===== src/design/fcrc_cfg.svh =====
// register map, field positions, reset values and counts of the crc unit
`ifndef FCRC_CFG_SVH
`define FCRC_CFG_SVH

// ==================================================================
// register addresses on the special function register bus
`define FCRC_ADDR_CTRL     8'h84
`define FCRC_ADDR_IN       8'h85
`define FCRC_ADDR_DATA     8'h86
`define FCRC_ADDR_COUNT    8'h9a
`define FCRC_ADDR_FLIP     8'h9c
`define FCRC_ADDR_AUTO     8'h9e

// ==================================================================
// checksum control register fields
`define FCRC_CTRL_PTR      0
`define FCRC_CTRL_INITSEL  2
`define FCRC_CTRL_INIT     3

// ==================================================================
// auto control register fields
`define FCRC_AUTO_EN       7
`define FCRC_AUTO_DONE     6
`define FCRC_AUTO_RSVD     5
`define FCRC_AUTO_ST_MSB   4

// ==================================================================
// reset values and constants
`define FCRC_AUTO_RST      8'h40
`define FCRC_CTRL_RST      8'h00
`define FCRC_COUNT_RST     8'h00
`define FCRC_INIT_ZEROS    16'h0000
`define FCRC_INIT_ONES     16'hffff
`define FCRC_POLY          16'h1021
`define FCRC_BITS_PER_BYTE 4'h8
`define FCRC_FIFO_DEPTH    16
`define FCRC_FIFO_WIDTH    8

`endif


===== src/design/fcrc_pkg.sv =====
// types and shared functions of the crc unit
`default_nettype none
package fcrc_pkg;
   // gray coded along idle, issue, wait, drain
   typedef enum logic [1:0] {
      FC_IDLE  = 2'b00,
      FC_ISSUE = 2'b01,
      FC_WAIT  = 2'b11,
      FC_DRAIN = 2'b10
   } fcrc_fetch_t;

   // one conditional shift and xor step
   function automatic logic [15:0] fcrc_step(input logic [15:0] crc,
                                             input logic [15:0] poly);
      fcrc_step = crc[15] ? ({crc[14:0], 1'b0} ^ poly) : {crc[14:0], 1'b0};
   endfunction

   // mirror the bit order of a byte
   function automatic logic [7:0] fcrc_rev8(input logic [7:0] b);
      integer i;
      fcrc_rev8 = 8'h00;
      for (i = 0; i < 8; i = i + 1) begin
         fcrc_rev8[i] = b[7 - i];
      end
   endfunction
endpackage
`default_nettype wire


===== src/design/fcrc_unit.sv =====
// sixteen bit crc unit with byte input, indirect result and flash pass
//
// Contract
// - computes crc with a sixteen-bit polynomial into a sixteen-bit result
// - each input byte port write outside a pass is absorbed as the next byte
// - result lives in an internal register, updated after every byte
// - pointer selects result byte; data port reads or writes that byte
// - bit-reverse register returns written byte with mirrored bit order
// - result starts from selectable initial value, all zeros or all ones
// - each input byte is xored into the result's top eight bits
// - per step: shift left, xor polynomial when top bit was one
// - eight shift steps per byte before the next byte is taken
// - control write with auto enable set launches a flash pass
// - completion flag reads zero while a pass runs, else one
// - processor is stalled throughout a pass, so firmware reads one
// - five-bit start block field in the auto control low bits
// - first fetched address equals start block times 256
// - bit five of auto control reads zero, writes ignored
// - sector count register sets how many sectors a pass covers
`include "fcrc_cfg.svh"
`default_nettype none
module fcrc_unit (
   input  wire logic        ref_clk,        // system clock, 100 MHz
   input  wire logic        rst_n,          // async reset, active low
   input  wire logic [7:0]  sfr_addr,       // register address
   input  wire logic        sfr_wr,         // write strobe, one cycle
   input  wire logic        sfr_rd,         // read strobe, one cycle
   input  wire logic [7:0]  sfr_wdata,      // write data
   output logic [7:0]       sfr_rdata,      // read data, cycle after strobe
   output logic             cpu_stall,      // hold the processor
   output logic             flash_rd_req,   // flash read request pulse
   output logic [12:0]      flash_addr,     // flash byte address
   input  wire logic        flash_rd_valid, // flash data valid pulse
   input  wire logic [7:0]  flash_rd_data   // flash read data
);
   import fcrc_pkg::*;

   localparam logic [15:0] POLY = `FCRC_POLY;

   // ==================================================================
   // register decode
   logic        wr_ctrl;
   logic        wr_in;
   logic        wr_data;
   logic        wr_count;
   logic        wr_flip;
   logic        wr_auto;
   logic        rd_auto;

   assign wr_ctrl  = sfr_wr && (sfr_addr == `FCRC_ADDR_CTRL);
   assign wr_in    = sfr_wr && (sfr_addr == `FCRC_ADDR_IN);
   assign wr_data  = sfr_wr && (sfr_addr == `FCRC_ADDR_DATA);
   assign wr_count = sfr_wr && (sfr_addr == `FCRC_ADDR_COUNT);
   assign wr_flip  = sfr_wr && (sfr_addr == `FCRC_ADDR_FLIP);
   assign wr_auto  = sfr_wr && (sfr_addr == `FCRC_ADDR_AUTO);
   assign rd_auto  = sfr_rd && (sfr_addr == `FCRC_ADDR_AUTO);

   // ==================================================================
   // state
   logic [15:0] crc;
   logic [3:0]  bit_cnt;
   logic        result_ptr;
   logic        init_sel;
   logic        auto_en;
   logic [4:0]  start_blk;
   logic [7:0]  sector_count;
   logic [7:0]  flip;
   logic [15:0] remaining;
   fcrc_fetch_t fstate;
   fcrc_fetch_t next_fstate;

   logic        fifo_in_valid;
   logic        fifo_in_ready;
   logic [7:0]  fifo_in_data;
   logic        fifo_out_valid;
   logic        fifo_out_ready;
   logic [7:0]  fifo_out_data;
   logic        fifo_afull;
   logic        pass_busy;
   logic        launch;
   logic        sw_push;
   logic        fetch_push;
   logic        eng_pop;
   logic        init_now;
   logic [15:0] init_val;
   logic [15:0] loaded;
   logic [15:0] stepped;

   assign pass_busy = (fstate != FC_IDLE);
   assign launch    = wr_ctrl && auto_en && !pass_busy;
   assign init_now  = wr_ctrl && sfr_wdata[`FCRC_CTRL_INIT];
   assign init_val  = sfr_wdata[`FCRC_CTRL_INITSEL] ? `FCRC_INIT_ONES
                                                    : `FCRC_INIT_ZEROS;
   // software input is refused during a pass; the core is stalled then
   assign sw_push    = wr_in && !pass_busy;
   assign fetch_push = (fstate == FC_WAIT) && flash_rd_valid && !flash_rd_req;
   assign fifo_in_valid = sw_push || fetch_push;
   assign fifo_in_data  = fetch_push ? flash_rd_data : sfr_wdata;
   assign fifo_out_ready = (bit_cnt == 4'h0);
   assign eng_pop  = fifo_out_valid && fifo_out_ready;
   assign loaded   = crc ^ {fifo_out_data, 8'h00};
   assign stepped  = fcrc_step(crc, POLY);

   // ==================================================================
   // input buffer shared by software bytes and flash bytes
   fcrc_fifo #(
      .WIDTH (`FCRC_FIFO_WIDTH),
      .DEPTH (`FCRC_FIFO_DEPTH)
   ) u_fifo (
      .clk         (ref_clk),
      .rst_n       (rst_n),
      .in_valid    (fifo_in_valid),
      .in_ready    (fifo_in_ready),
      .in_data     (fifo_in_data),
      .out_valid   (fifo_out_valid),
      .out_ready   (fifo_out_ready),
      .out_data    (fifo_out_data),
      .almost_full (fifo_afull)
   );

   // ==================================================================
   // crc engine: init and software write win over the engine
   always_ff @(posedge ref_clk or negedge rst_n) begin
      if (!rst_n) begin
         crc <= `FCRC_INIT_ZEROS;
      end else if (init_now) begin
         crc <= init_val;
      end else if (wr_data) begin
         if (result_ptr) begin
            crc[15:8] <= sfr_wdata;
         end else begin
            crc[7:0] <= sfr_wdata;
         end
      end else if (eng_pop) begin
         crc <= loaded;
      end else if (bit_cnt != 4'h0) begin
         crc <= stepped;
      end
   end

   // bit step counter, eight steps per byte
   always_ff @(posedge ref_clk or negedge rst_n) begin
      if (!rst_n) begin
         bit_cnt <= 4'h0;
      end else if (eng_pop) begin
         bit_cnt <= `FCRC_BITS_PER_BYTE;
      end else if (bit_cnt != 4'h0) begin
         bit_cnt <= bit_cnt - 4'h1;
      end
   end

   // ==================================================================
   // software registers
   always_ff @(posedge ref_clk or negedge rst_n) begin
      if (!rst_n) begin
         result_ptr <= 1'(`FCRC_CTRL_RST >> `FCRC_CTRL_PTR);
         init_sel   <= 1'b0;
      end else if (wr_ctrl) begin
         result_ptr <= sfr_wdata[`FCRC_CTRL_PTR];
         init_sel   <= sfr_wdata[`FCRC_CTRL_INITSEL];
      end
   end

   // auto control; done and bit five are not stored
   always_ff @(posedge ref_clk or negedge rst_n) begin
      if (!rst_n) begin
         auto_en   <= 1'(`FCRC_AUTO_RST >> `FCRC_AUTO_EN);
         start_blk <= 5'h00;
      end else if (wr_auto) begin
         auto_en   <= sfr_wdata[`FCRC_AUTO_EN];
         start_blk <= sfr_wdata[`FCRC_AUTO_ST_MSB:0];
      end
   end

   // sector count of an automatic pass
   always_ff @(posedge ref_clk or negedge rst_n) begin
      if (!rst_n) begin
         sector_count <= `FCRC_COUNT_RST;
      end else if (wr_count) begin
         sector_count <= sfr_wdata;
      end
   end

   // bit reverse register stores the mirrored byte
   always_ff @(posedge ref_clk or negedge rst_n) begin
      if (!rst_n) begin
         flip <= 8'h00;
      end else if (wr_flip) begin
         flip <= fcrc_rev8(sfr_wdata);
      end
   end

   // read data is registered and holds until the next read
   always_ff @(posedge ref_clk or negedge rst_n) begin
      if (!rst_n) begin
         sfr_rdata <= 8'h00;
      end else if (sfr_rd) begin
         case (sfr_addr)
            `FCRC_ADDR_CTRL:  sfr_rdata <= {5'h00, init_sel, 1'b0,
                                            result_ptr};
            `FCRC_ADDR_DATA:  sfr_rdata <= result_ptr ? crc[15:8]
                                                      : crc[7:0];
            `FCRC_ADDR_COUNT: sfr_rdata <= sector_count;
            `FCRC_ADDR_FLIP:  sfr_rdata <= flip;
            `FCRC_ADDR_AUTO:  sfr_rdata <= {auto_en, !pass_busy, 1'b0,
                                            start_blk};
            default:          sfr_rdata <= 8'h00;
         endcase
      end
   end

   // ==================================================================
   // flash pass sequencer; one read is outstanding at a time
   always_comb begin
      next_fstate = fstate;
      case (fstate)
         FC_IDLE: begin
            if (launch) begin
               next_fstate = (sector_count == 8'h00) ? FC_DRAIN : FC_ISSUE;
            end
         end
         FC_ISSUE: begin
            if (fifo_in_ready) begin
               next_fstate = FC_WAIT;
            end
         end
         FC_WAIT: begin
            if (fetch_push) begin
               next_fstate = (remaining == 16'h0001) ? FC_DRAIN : FC_ISSUE;
            end
         end
         FC_DRAIN: begin
            if (!fifo_out_valid && bit_cnt == 4'h0) begin
               next_fstate = FC_IDLE;
            end
         end
         default: next_fstate = FC_IDLE;
      endcase
   end

   always_ff @(posedge ref_clk or negedge rst_n) begin
      if (!rst_n) begin
         fstate <= FC_IDLE;
      end else begin
         fstate <= next_fstate;
      end
   end

   // fetch address and bytes left; addresses wrap at the flash top
   always_ff @(posedge ref_clk or negedge rst_n) begin
      if (!rst_n) begin
         flash_addr <= 13'h0000;
         remaining  <= 16'h0000;
      end else if (launch) begin
         flash_addr <= {start_blk, 8'h00};
         remaining  <= {sector_count, 8'h00};
      end else if (fetch_push) begin
         flash_addr <= flash_addr + 13'h0001;
         remaining  <= remaining - 16'h0001;
      end
   end

   // request pulse in the first wait cycle
   always_ff @(posedge ref_clk or negedge rst_n) begin
      if (!rst_n) begin
         flash_rd_req <= 1'b0;
      end else begin
         flash_rd_req <= (fstate == FC_ISSUE) && fifo_in_ready;
      end
   end

   // stall covers the pass and a nearly full buffer
   always_ff @(posedge ref_clk or negedge rst_n) begin
      if (!rst_n) begin
         cpu_stall <= 1'b0;
      end else begin
         cpu_stall <= (next_fstate != FC_IDLE) || fifo_afull;
      end
   end
endmodule
`default_nettype wire


===== src/design/fcrc_fifo.sv =====
// byte fifo between the input sources and the crc engine
`default_nettype none
module fcrc_fifo #(
   parameter int WIDTH = 8,
   parameter int DEPTH = 16
) (
   input  wire logic             clk,         // system clock
   input  wire logic             rst_n,       // async reset, active low
   input  wire logic             in_valid,    // push request
   output logic                  in_ready,    // room for one word
   input  wire logic [WIDTH-1:0] in_data,     // pushed word
   output logic                  out_valid,   // a word is available
   input  wire logic             out_ready,   // consumer takes the word
   output logic [WIDTH-1:0]      out_data,    // head word
   output logic                  almost_full  // one slot or none left
);
   localparam int AW = $clog2(DEPTH);
   localparam logic [AW:0] FULL_CNT = (AW + 1)'(DEPTH);
   localparam logic [AW:0] AF_CNT   = (AW + 1)'(DEPTH - 1);

   logic [WIDTH-1:0] mem [DEPTH];
   logic [AW-1:0]    wr_ptr;
   logic [AW-1:0]    rd_ptr;
   logic [AW:0]      count;
   logic             do_push;
   logic             do_pop;

   // depth must be a power of two so the pointers wrap by themselves
   assign in_ready    = (count != FULL_CNT);
   assign out_valid   = (count != '0);
   assign out_data    = mem[rd_ptr];
   assign almost_full = (count >= AF_CNT);
   assign do_push     = in_valid && in_ready;
   assign do_pop      = out_valid && out_ready;

   // storage has no reset, only the pointers and fill level do
   always_ff @(posedge clk) begin
      if (do_push) begin
         mem[wr_ptr] <= in_data;
      end
   end

   // pointers and fill level
   always_ff @(posedge clk or negedge rst_n) begin
      if (!rst_n) begin
         wr_ptr <= '0;
         rd_ptr <= '0;
         count  <= '0;
      end else begin
         if (do_push) begin
            wr_ptr <= wr_ptr + 1'b1;
         end
         if (do_pop) begin
            rd_ptr <= rd_ptr + 1'b1;
         end
         if (do_push && !do_pop) begin
            count <= count + 1'b1;
         end else if (do_pop && !do_push) begin
            count <= count - 1'b1;
         end
      end
   end
endmodule
`default_nettype wire


===== config.mk =====
export PLATFORM = sky130hd
export DESIGN_NAME = fcrc_unit
export DESIGN_NICKNAME = d
export VERILOG_FILES = /design/src/design/fcrc_pkg.sv /design/src/design/fcrc_unit.sv /design/src/design/fcrc_fifo.sv
export VERILOG_INCLUDE_DIRS = /design/src /design/src/design
export SDC_FILE = /design/constraint.sdc
export NUM_CORES = 1
export LEC_CHECK = 0
export ABC_CLOCK_PERIOD_IN_PS = 3300
export BUFFER_PORTS_ARGS = -buffer_cell sky130_fd_sc_hd__buf_2
export CAP_MARGIN = 20
export CORE_ASPECT_RATIO = 0.7
export CORE_MARGIN = 3
export CORE_UTILIZATION = 30
export CTS_BUF_LIST = sky130_fd_sc_hd__clkbuf_16
export DETAILED_ROUTE_END_ITERATION = 16
export GPL_TIMING_DRIVEN = 0
export HOLD_SLACK_MARGIN = 0.15
export PLACE_DENSITY = 0.52
export SLEW_MARGIN = 25
export SYNTH_ARGS = -nofsm -noshare
export SYNTH_HDL_FRONTEND = slang
export SYNTH_SLANG_ARGS = --single-unit

===== constraint.sdc =====
create_clock -name ref_clk -period 3.3 [get_ports ref_clk]
set_clock_uncertainty 0.1 [all_clocks]
set_input_delay 0.66 -clock ref_clk [delete_from_list [all_inputs] [get_ports ref_clk]]
set_output_delay 0.66 -clock ref_clk [all_outputs]
set_load 0.05 [all_outputs]

## Word level (Yosys, flattened, before mapping)

Memories as Yosys holds them, arrays and structs flattened.
Cells that the tools add are included.
W data, S select, Z words.

| storage, ports and cells | value |
|---|---|
| bits in registers | 98 |
| input port bits | 29 |
| RAM bits | 128 |
| memories kept | 1 |
| word-level logic and storage cells | 108 |
| output and inout bits | 23 |

| operators by class | value |
|---|---|
| add/subtract/negate cells | 7 |
| mux-type cells | 28 |
| eq/ne operators | 13 |
| bitwise operators | 2 |
| reductions and logical operators | 38 |
| $lt $le $gt $ge | 1 |

Memories:

| memory | depth | bits a word | rd ports | clocked after Yosys merged registers in | wr ports | line | RTL |
|---|---|---|---|---|---|---|---|
| u_fifo.mem | 16 | 8 | 1 | 0 | 1 | fcrc_fifo.sv:21 | `logic [WIDTH-1:0] mem [DEPTH];` |

Operators with widths:

| cell | number |
|---|---|
| $mux W16 | 7 |
| $eq A8 B8 Y1 const B | 6 |
| $pmux W8 S5 | 1 |
| $mux W13 | 3 |
| $mux W8 | 4 |
| $logic_and A1 B1 Y1 | 18 |
| $eq A16 B1 Y1 const B | 1 |
| $sub A16 B1 Y16 const B | 1 |
| $xor A16 B16 Y16 | 1 |
| $add A13 B1 Y13 const B | 1 |
| $mux W2 | 6 |
| $mux W5 | 2 |
| $reduce_bool A2 Y1 | 5 |
| $add A4 B1 Y4 const B | 2 |
| $logic_not A8 Y1 | 1 |
| $mux W4 | 2 |
| $pmux W2 S4 | 1 |
| $reduce_bool A4 Y1 | 2 |
| $add A5 B1 Y5 const B | 1 |
| $ge A5 B4 Y1 const B | 1 |
| $logic_not A1 Y1 | 5 |
| $ne A5 B5 Y1 const B | 1 |
| $reduce_bool A5 Y1 | 1 |
| $sub A5 B1 Y5 const B | 1 |
| 11 further kinds | 15 |

## Longest topological paths before layout

Gate-level depths: netlist of run 1.

| logic depth | value |
|---|---|
| depth after elaboration | 9 |
| mapped depth | 13 |

## Hierarchy

A second synthesis of run 1 with hierarchy kept.

| second synthesis, totals | value |
|---|---|
| cell total of the unflattened synthesis | 840 |
| area total of the unflattened synthesis | 10550.1 um^2 |

Modules (own cells, without submodules):

| module | times used | cells each | area an instance (um^2) | seq. area each (um^2) |
|---|---|---|---|---|
| fcrc_fifo | 1 | 334 | 5814.3 | 4169.0 |
| fcrc_unit | 1 | 506 | 4735.8 | 2127.0 |

## Least setup slack after synthesis of run 1

No wires, ideal clock.

| timing | value |
|---|---|
| path type | input -> register |
| start point | input sfr_addr[6] |
| end point | register u_fifo.count[4] |
| cell stages on the path | 12 |
| library setup time | 0.123 ns |
| required time | 3.077 ns |
| data arrival time | 2.980 ns |
| path slack | 0.097 ns |
| path through | and4bb_2 and3_1 a41oi_1 a21oi_2 ha_1 inv_1 fa_1 a21o_1 a21oi_1 xnor2_1 nor2_1 xnor2_1 |

| on the way | value |
|---|---|
| cells in the longest elaborated chain, start to end | 8 |

Ends and longest elaborated chain:

| what | line | RTL |
|---|---|---|
| from (decl) | fcrc_unit.sv:25 | `input wire logic [7:0] sfr_addr,` |
| $eq A8 B8 Y1 (no source line) (*) | n/a |  |
| $logic_and A1 B1 Y1 (*) | fcrc_unit.sv:51 | `` assign wr_in = sfr_wr && (sfr_addr == `FCRC_ADDR_IN); `` |
| $logic_and A1 B1 Y1 (*) | fcrc_unit.sv:95 | `assign sw_push = wr_in && !pass_busy;` |
| $logic_or A1 B1 Y1 (*) | fcrc_unit.sv:97 | `assign fifo_in_valid = sw_push \|\| fetch_push;` |
| $logic_and A1 B1 Y1 (*) | fcrc_fifo.sv:33 | `assign do_push = in_valid && in_ready;` |
| net u_fifo.do_push | fcrc_fifo.sv:25 | `logic do_push;` |
| $logic_not A1 Y1 | fcrc_fifo.sv:58 | `end else if (do_pop && !do_push) begin` |
| $logic_and A1 B1 Y1 | fcrc_fifo.sv:58 |  |
| $reduce_bool A2 Y1 (no source line) | n/a |  |
| to (signal assigned) | fcrc_fifo.sv:57 | `count <= count + 1'b1;` |
| to (signal assigned) | fcrc_fifo.sv:59 | `count <= count - 1'b1;` |
| to (decl) | fcrc_fifo.sv:24 | `logic [AW:0] count;` |

Mark *: on every way through the listed nets, which the timed path passes. The rest lies on a longest branch.
A chain may end at the register's enable or synchronous reset.

## Final worst setup path of run 1

| timing | value |
|---|---|
| start point | register bit_cnt[0] |
| end point | register u_fifo.count[4] |

| on the way | value |
|---|---|
| cells in the longest elaborated chain, start to end | 5 |

Ends and longest elaborated chain:

| what | line | RTL |
|---|---|---|
| from (decl) | fcrc_unit.sv:61 | `logic [3:0] bit_cnt;` |
| from (signal assigned) | fcrc_unit.sv:146 | `` bit_cnt <= `FCRC_BITS_PER_BYTE; `` |
| from (signal assigned) | fcrc_unit.sv:148 | `bit_cnt <= bit_cnt - 4'h1;` |
| $logic_not A4 Y1 (*) | fcrc_unit.sv:99 | `assign fifo_out_ready = (bit_cnt == 4'h0);` |
| $logic_and A1 B1 Y1 (*) | fcrc_fifo.sv:34 | `assign do_pop = out_valid && out_ready;` |
| $logic_not A1 Y1 | fcrc_fifo.sv:56 | `if (do_push && !do_pop) begin` |
| $logic_and A1 B1 Y1 | fcrc_fifo.sv:56 |  |
| $mux W5 / $reduce_bool A2 Y1 (equally long branches) | n/a |  |

Mark *: on every way between the ends. The rest lies on a longest branch, timed or not.

==> results of run 1 <==
==> stage by stage <==
| step | setup TNS [ns] | worst slack (ns) | power, W |
|---|---|---|---|
| 2_1_floorplan | 0 | 0.09694 | 0.004912 |
| 3_3_place_gp | -73.91 | -0.9289 | 0.005504 |
| 3_5_place_dp | -41.69 | -0.5473 | 0.005527 |
| 4_1_cts | 0 | 0.06698 | 0.008195 |
| 5_1_grt | 0 | 0.06722 | 0.008529 |
| 6_report | 0 | 0.2372 | 0.008136 |
==> state kept, by name (all words and copies together) (netlist names) <==
signal	cells
u_fifo.mem	128
crc	16
remaining	16
flash_addr	13
flip	8
sector_count	8
sfr_rdata	8
start_blk	5
u_fifo.count	5
bit_cnt	4
u_fifo.rd_ptr	4
u_fifo.wr_ptr	4
fstate	2
auto_en	1
cpu_stall	1
flash_rd_req	1
init_sel	1
result_ptr	1
==> how the worst min path moves through the flow <==
stage                                        start                       end  slack, ns  depth (start not counted)
after global placement    sfr_rdata[3]$_DFFE_PN0P_  sfr_rdata[3]$_DFFE_PN0P_       0.37                          1
final                     sfr_rdata[3]$_DFFE_PN0P_  sfr_rdata[3]$_DFFE_PN0P_       0.38                          1
after CTS                 sfr_rdata[3]$_DFFE_PN0P_  sfr_rdata[3]$_DFFE_PN0P_       0.38                          1
after detailed placement  sfr_rdata[3]$_DFFE_PN0P_  sfr_rdata[3]$_DFFE_PN0P_       0.37                          1
after floorplan                              rst_n       auto_en$_DFFE_PN0P_       0.26                          0
after global routing      sfr_rdata[3]$_DFFE_PN0P_  sfr_rdata[3]$_DFFE_PN0P_       0.42                          1
==> routing by layer <==
| metal | share of wire [%] | vias up | routed length, um | global-route usage (%) |
|---|---|---|---|---|
| met5 | 0.072 | - | 20 | 0 |
| met4 | 2.2 | 2 | 612 | 4.039 |
| met3 | 5.4 | 40 | 1513 | 2.556 |
| met2 | 41 | 182 | 11500 | 20.96 |
| met1 | 51 | 3435 | 14320 | 24.40 |
| li1 | - | 3060 | - | - |
==> layout make-up <==
cell class | count | area share [%]
Sequential cell | 226 | 52.24
Multi-Input combinational cell | 477 | 31.89
Clock buffer | 25 | 5.191
Tap cell | 464 | 4.817
Timing Repair Buffer | 56 | 2.751
Buffer | 33 | 1.453
Clock inverter | 19 | 1.132
Inverter | 16 | 0.4983
Antenna cell | 1 | 0.02076
==> synth_stat cells, types with 3 or more instances <==
library cell	instances
a222oi_1	5
buf_1	7
o21ai_1	3
a22o_1	5
mux2_2	22
o211ai_1	9
nor3_1	15
xor2_1	16
dfrtp_1	98
nor2_1	51
nor4_1	10
a31oi_1	4
mux2i_1	26
a221o_1	3
clkbuf_1	19
xnor2_1	17
ha_1	14
buf_2	3
inv_1	15
mux4_2	15
mux4_1	19
and3_1	5
nand2_1	80
o21ai_0	40
o21a_1	5
a221oi_1	8
a21o_1	5
a22oi_1	9
edfxtp_1	128
a21oi_1	12
or3_1	5
nand3_1	17
o2111ai_1	3
nand4_1	11
a41oi_1	3
nor2b_1	3
==> power by group through the flow <==
| stage | Combinational (W) | Clock (W) | Sequential, W |
|---|---|---|---|
| after floorplan | 0.00145 | 0 | 0.00347 |
| after global placement | 0.00200 | 0 | 0.00350 |
| after detailed placement | 0.00203 | 0 | 0.00350 |
| after CTS | 0.00205 | 0.00270 | 0.00345 |
| after global routing | 0.00224 | 0.00281 | 0.00349 |
| final | 0.00204 | 0.00264 | 0.00346 |
==> logic make-up after synthesis <==
| kind of cell | Yosys count | share of synthesized area, % |
|---|---|---|
| adder cells (fa/ha/maj) | 15 | 1.890 |
| buffers and inverters | 49 | 2.278 |
| multiplexers | 84 | 13.29 |
| AO/OA/AOI/OAI | 128 | 8.639 |
| AND/OR/NAND/NOR | 217 | 10.13 |
| flip-flops | 226 | 60.97 |
| XOR/XNOR | 33 | 2.799 |
==> layout by cell type (no fill, tap or decap), types with 19 or more instances in the layout <==
master     instances
edfxtp_1         128
mux4_1            19
clkbuf_1          19
nand2_1           80
inv_1             19
mux2i_1           26
dfrtp_1           98
o21ai_0           39
buf_2             49
mux2_2            22
nor2_1            48
clkbuf_16         25
==> what timing repair did <==
item / CTS / global route
pin swaps: 0 / 0
setup buffers: 1 / 2
gates resized for setup: 2 / 1
endpoints found under the hold margin: 27 / 0
hold buffers: 1 / 0
endpoints found under the setup margin: 2 / 1
==> flow_summary.json, run 1 <==
{
  "status": "completed",
  "power.net_switching_w": 0.002455,
  "antenna_violations_before_repair": 2,
  "mappedNetlistArea_um2": 10330,
  "reg2reg_launch_point": "bit_cnt[0]$_DFFE_PN0P_",
  "cellLeakagePower_nw": 4.680,
  "cts_tree": "done",
  "max_slew_margin_pct": 32.05,
  "final_net_count": 878,
  "r2r_setup_slack_ns": 0.24,
  "postLayoutCellArea_um2": 12050,
  "grt_first_pass_wirelength_mm": 42.85,
  "timing.rr.end": "u_fifo.count[4]$_DFFE_PN0P_",
  "combPwrFrac_pct": 25.1,
  "design.die.area_um2": 36720,
  "multi_input_comb_area_um2": 3844,
  "power.share.switching_pct": 30.17,
  "power_report.internal_total_w": 0.005681,
  "edff_count_synth": 128,
  "area.growth.synth_to_final_pct": 16.71,
  "timing_hold_violations_final": 0,
  "hold-worst-slack_ns": 0.3766,
  "setup_viol": 0,
  "path_clk_slew_ns": 0.06,
  "overflow": 0,
  "synth_async_sr_flop_share_pct": 43.36,
  "min_period_over_period_pct": 92.81,
  "critical-path-top-delay-family": "adder cells",
  "h-tree-depth": 1,
  "routabilityCongestion": 0.8274,
  "timing.critical_path.depth": 13,
  "layout_min_cycle_time_ns": 3.063,
  "floorplan.core_area_um2": 33700,
  "holdCritPathClass": "flop to flop",
  "drt-initial-drc-count": 651,
  "critPathRequiredTime_ns": 3.60,
  "buffering_stage_count_on_the_worst_path_with_inverters_included": 3,
  "clock_sinks": 226,
  "share_of_the_yosys_chip_area_belonging_to_registers_pct": 60.97,
  "drt_drc_violations_left": 0,
  "grtUsageTotal_pct": 15.22,
  "max_slew.worst_pin.slew_ns": 1.016,
  "non_filler_instances": 1317,
  "fillers": 3260,
  "synthDistinctLibCells": 65,
  "postPlaceCellArea_um2": 11230,
  "port_buffers": 47,
  "largest_net_degree_at_the_start_of_global_routing": 72,
  "critical_path_arrival_ns": 3.36,
  "die_height_um": 161.2,
  "seqPwrFrac_pct": 42.5,
  "slew_violations": 0,
  "postSynth.topFlopCell": "edfxtp_1",
  "ff_latch_area_um2": 6296,
  "worstSetupEndpoint": "u_fifo.count[4]$_DFFE_PN0P_",
  "post_synth_inst_count": 752,
  "achievable-frequency_ghz": 0.3265,
  "worstSetupStartpoint": "bit_cnt[0]$_DFFE_PN0P_",
  "power_density_nw_per_um2": 675.1,
  "synth.net_count": 796,
  "synthDominantCellAreaShare_pct": 37.22,
  "unrepaired_setup_endpoints_after_global_routing": "no",
  "power_frac_clock_pct": 32.4,
  "worstRegToRegCells": 13,
  "initial_cell_density_of_the_core_pct": 30.64,
  "antenna_left": 0,
  "vias_per_cell": 5.102,
  "vias_in_the_first_global_route": 6704,
  "wl_mm": 27.96,
  "wl_per_cell_um": 21.23,
  "worstSetupPathType": "flop to flop",
  "synth_warnings": 0,
  "floorplan.rows": 56,
  "root_buffer_selected_by_cts": "clkbuf_16",
  "peak_fanout_along_the_critical_path": 5,
  "floorplan.io_pins": 52,
  "yosys-top-cells-area": "edfxtp_1 37%, dfrtp_1 24%, mux4_1 4.8%, mux4_2 3.3%, nand2_1 2.9%",
  "place_inst": 1268,
  "tritoncts.num_buffers": 24,
  "worst_path_max_delay_cell": "or3b_4",
  "tritonroute_pass_1_iters": 5,
  "timing.critical_path.cells": "inv_1 > ha_1 > or3b_4 > a21oi_4 > inv_1 > ha_1 > inv_1 > ha_1 > a21o_1 > a21oi_1 > xnor2_1 > nor2_1 > xnor2_1",
  "die_width_um": 227.7,
  "fraction_of_layout_cells_with_a_size_suffix_above_1_pct": 18.54,
  "cts_buffer_depth": 3,
  "startpoint_type": "flop",
  "synth_top_area_cell": "edfxtp_1",
  "synthesis.area_per_instance_um2": 13.73,
  "critical_path.max_stage_delay_ns": 0.43,
  "synth-seq-cells": 226,
  "detailroute.via_count": 6719,
  "end_kind": "flop",
  "finish.utilization_pct": 35.76,
  "maxCapViolations": 0,
  "clock_latency_ns": 0.51,
  "power.ir.vdd_worst_mv": 0.2875,
  "hpwl_mm": 19.95
}
(Power assumes the default switching activity.)
==> inputs of run 2 (changes only) <==
--- a/config.mk
+++ b/config.mk
@@ -11,12 +11,12 @@
 export CAP_MARGIN = 20
 export CORE_ASPECT_RATIO = 0.7
 export CORE_MARGIN = 3
-export CORE_UTILIZATION = 30
+export CORE_UTILIZATION = 44
 export CTS_BUF_LIST = sky130_fd_sc_hd__clkbuf_16
 export DETAILED_ROUTE_END_ITERATION = 16
 export GPL_TIMING_DRIVEN = 0
 export HOLD_SLACK_MARGIN = 0.15
-export PLACE_DENSITY = 0.52
+export PLACE_DENSITY = 0.67
 export SLEW_MARGIN = 25
 export SYNTH_ARGS = -nofsm -noshare
 export SYNTH_HDL_FRONTEND = slang
==> run 2 against run 1 <==
Against the previous run: first-iteration DRC count up 31%; clock power down 11%; critical path type unchanged; power down 4.3%; non-clock buffer count up 1; hold slack better by 0.0052 ns; core utilization up 16 points; highest routed layer is now met4; combinational power down 4%; final area down 2.1%; wire length down 7.2%; count of clock-buffer cells in the layout down 2; largest cell class unchanged.
==> flow_summary.json, run 2 (synthesis gave the netlist of run 1 again) <==
{
  "path_clk_slew_ns": 0.06,
  "layout_min_cycle_time_ns": 3.108,
  "maxCapViolations": 0,
  "seqPwrFrac_pct": 44.5,
  "ff_latch_area_um2": 6296,
  "holdCritPathClass": "flop to flop",
  "non_filler_instances": 1163,
  "h-tree-depth": 1,
  "floorplan.core_area_um2": 22850,
  "cts_buffer_depth": 3,
  "vias_in_the_first_global_route": 6458,
  "root_buffer_selected_by_cts": "clkbuf_16",
  "min_period_over_period_pct": 94.17,
  "insertedDiodeCount": 0,
  "finish.utilization_pct": 51.63,
  "reg_with_most_ffs": "u_fifo.mem",
  "postLayoutCellArea_um2": 11800,
  "pre_cts_ws_ns": -0.5927,
  "biggestRegsByFlops": "u_fifo.mem: 128 flops, crc: 16 flops, remaining: 16 flops",
  "peak_fanout_along_the_critical_path": 16,
  "startpoint_type": "flop",
  "end_kind": "flop",
  "design.die.area_um2": 25370,
  "floorplan.io_pins": 52,
  "critPathRequiredTime_ns": 3.37,
  "finalSetupTns_ns": 0,
  "multi_input_comb_area_um2": 3864,
  "die_height_um": 134.2,
  "die_width_um": 189.1,
  "status": "completed",
  "area.growth.synth_to_final_pct": 14.25,
  "tritoncts.num_buffers": 23,
  "antenna_left": 0,
  "wl_mm": 25.96,
  "worstSetupPathType": "flop to flop",
  "drt_drc_violations_left": 0,
  "power.share.switching_pct": 30.26,
  "worstRegToRegCells": 5,
  "critical-path-top-delay-family": "buffers and inverters",
  "power_frac_clock_pct": 30.2,
  "routabilityCongestion": 0.8585,
  "most_frequent_standard_cell_in_the_layout_excluding_fill_and_tap_cells": "edfxtp_1",
  "clock_sinks": 226,
  "worst_path_max_delay_cell": "clkbuf_1",
  "final_net_count": 878,
  "timing.critical_path.cells": "and4b_1 > clkbuf_1 > clkbuf_1 > nand2_1 > o21ai_1",
  "overflow": 0,
  "grt_first_pass_wirelength_mm": 39.94,
  "setup_viol": 0,
  "detailroute.via_count": 6815,
  "critical_path.max_stage_delay_ns": 0.68,
  "cts_tree": "done",
  "largest_register_ff_count": 128,
  "port_buffers": 47,
  "path_common_cell": "clkbuf_1",
  "setup_slack_ns": 0.1923,
  "antenna_violations_before_repair": 0,
  "power.net_switching_w": 0.002357,
  "fillers": 1947,
  "grtUsageTotal_pct": 20.56,
  "power.ir.vdd_worst_mv": 0.4263,
  "timing.critical_path.depth": 5,
  "cellLeakagePower_nw": 4.659,
  "initial_cell_density_of_the_core_pct": 45.19,
  "floorplan.rows": 46,
  "fraction_of_layout_cells_with_a_size_suffix_above_1_pct": 18.68,
  "buffering_stage_count_on_the_worst_path_with_inverters_included": 2,
  "hpwl_mm": 18.21,
  "unrepaired_setup_endpoints_after_global_routing": "no",
  "worstHoldStart": "sfr_rdata[7]$_DFFE_PN0P_",
  "slew_violations": 0,
  "place_inst": 1116,
  "postPlaceCellArea_um2": 11050,
  "critical_path_arrival_ns": 3.18,
  "combPwrFrac_pct": 25.2,
  "drt-initial-drc-count": 854,
  "wl_per_cell_um": 22.32,
  "max_slew.worst_pin.slew_ns": 1.064,
  "largest_net_degree_at_the_start_of_global_routing": 73,
  "power_density_nw_per_um2": 660.2,
  "achievable-frequency_ghz": 0.3218,
  "reg2reg_launch_point": "fstate[0]$_DFF_PN0_",
  "most-common-layout-cells": "128 x edfxtp_1, 98 x dfrtp_1, 80 x nand2_1",
  "timing.hold.worst_path_depth": 1,
  "power_report.internal_total_w": 0.005432,
  "clock_latency_ns": 0.52,
  "worstSetupStartpoint": "fstate[0]$_DFF_PN0_",
  "vias_per_cell": 5.860,
  "max_slew_margin_pct": 28.79,
  "tritonroute_pass_1_iters": 5,
  "timing_hold_violations_final": 0
}
run 2: cell count changes in the layout (fill, tap and decap cells not counted), moves of 2 or more:
cell	before	now
clkinv_2	6	4
nor2_1	48	42
inv_1	19	24
clkbuf_16	25	23
clkinv_1	6	4
bufinv_16	2	0
nor2_2	3	9
run 2: path summary, 6_finish.rpt:
path / endpoint / slack (ns)
min in group asynchronous: remaining[4]$_DFFE_PN0P_ / 0.48
worst max-delay path: u_fifo.mem[5][3]$_DFFE_PP_ / 0.19
worst min register to register: sfr_rdata[7]$_DFFE_PN0P_ / 0.38
worst max register to register: u_fifo.mem[5][3]$_DFFE_PP_ / 0.19
max in group asynchronous: u_fifo.wr_ptr[3]$_DFFE_PN0P_ / 1.98
worst min-delay path: sfr_rdata[7]$_DFFE_PN0P_ / 0.38
run 2: area by class of cell:
| cell class | count | area share, % |
|---|---|---|
| flip-flops and latches | 226 | 53.37 |
| multi-input cells | 477 | 32.75 |
| clock buffers | 23 | 4.879 |
| well taps | 312 | 3.309 |
| repair buffers | 57 | 2.874 |
| plain buffers | 33 | 1.485 |
| clock inverters | 19 | 0.8272 |
| inverters | 16 | 0.5091 |
run 2: per-layer routing:
| layer | vias up | global-route usage [%] | share of wire [%] |
|---|---|---|---|
| li1 | 3060 | - | - |
| met1 | 3454 | 34.94 | 49 |
| met2 | 280 | 27.56 | 41 |
| met3 | 21 | 4.180 | 9.0 |
| met4 | 0 | 2.439 | 0.76 |
| met5 | - | 0 | 0 |
run 2: power by group through the flow:
| stage | combinational, W | sequential [W] | clock (W) |
|---|---|---|---|
| floorplan | 0.00145 | 0.00347 | 0 |
| global placement | 0.00191 | 0.00350 | 0 |
| detailed placement | 0.00195 | 0.00351 | 0 |
| CTS | 0.00197 | 0.00345 | 0.00240 |
| global route | 0.00214 | 0.00350 | 0.00253 |
| finish | 0.00196 | 0.00347 | 0.00236 |
run 2: timing repair:
action                                  4_1_cts  5_1_grt
hold endpoints to repair                     26        0
hold buffers                                  1        0
endpoints found under the setup margin       19       17
pin swaps                                     0        0
setup buffers                                 1        3
resized for setup                             2        3
run 2: stage by stage:
| step | hold slack [ns] | power (W) |
|---|---|---|
| finish | 0.3818 | 0.007789 |
| global route | 0.3913 | 0.008159 |
| CTS | 0.3770 | 0.007819 |
| detailed placement | 0.3692 | 0.005456 |
| global placement | 0.3625 | 0.005413 |
| floorplan | 0.2644 | 0.004912 |
run 2: worst register-to-register path: cells and delay by family (launching register included):
family                 cells  cell delay [ns]
AO/OA/AOI/OAI              1             0.58
buffers and inverters      2             1.11
AND/OR/NAND/NOR            2             0.54
flip-flops                 1             0.44
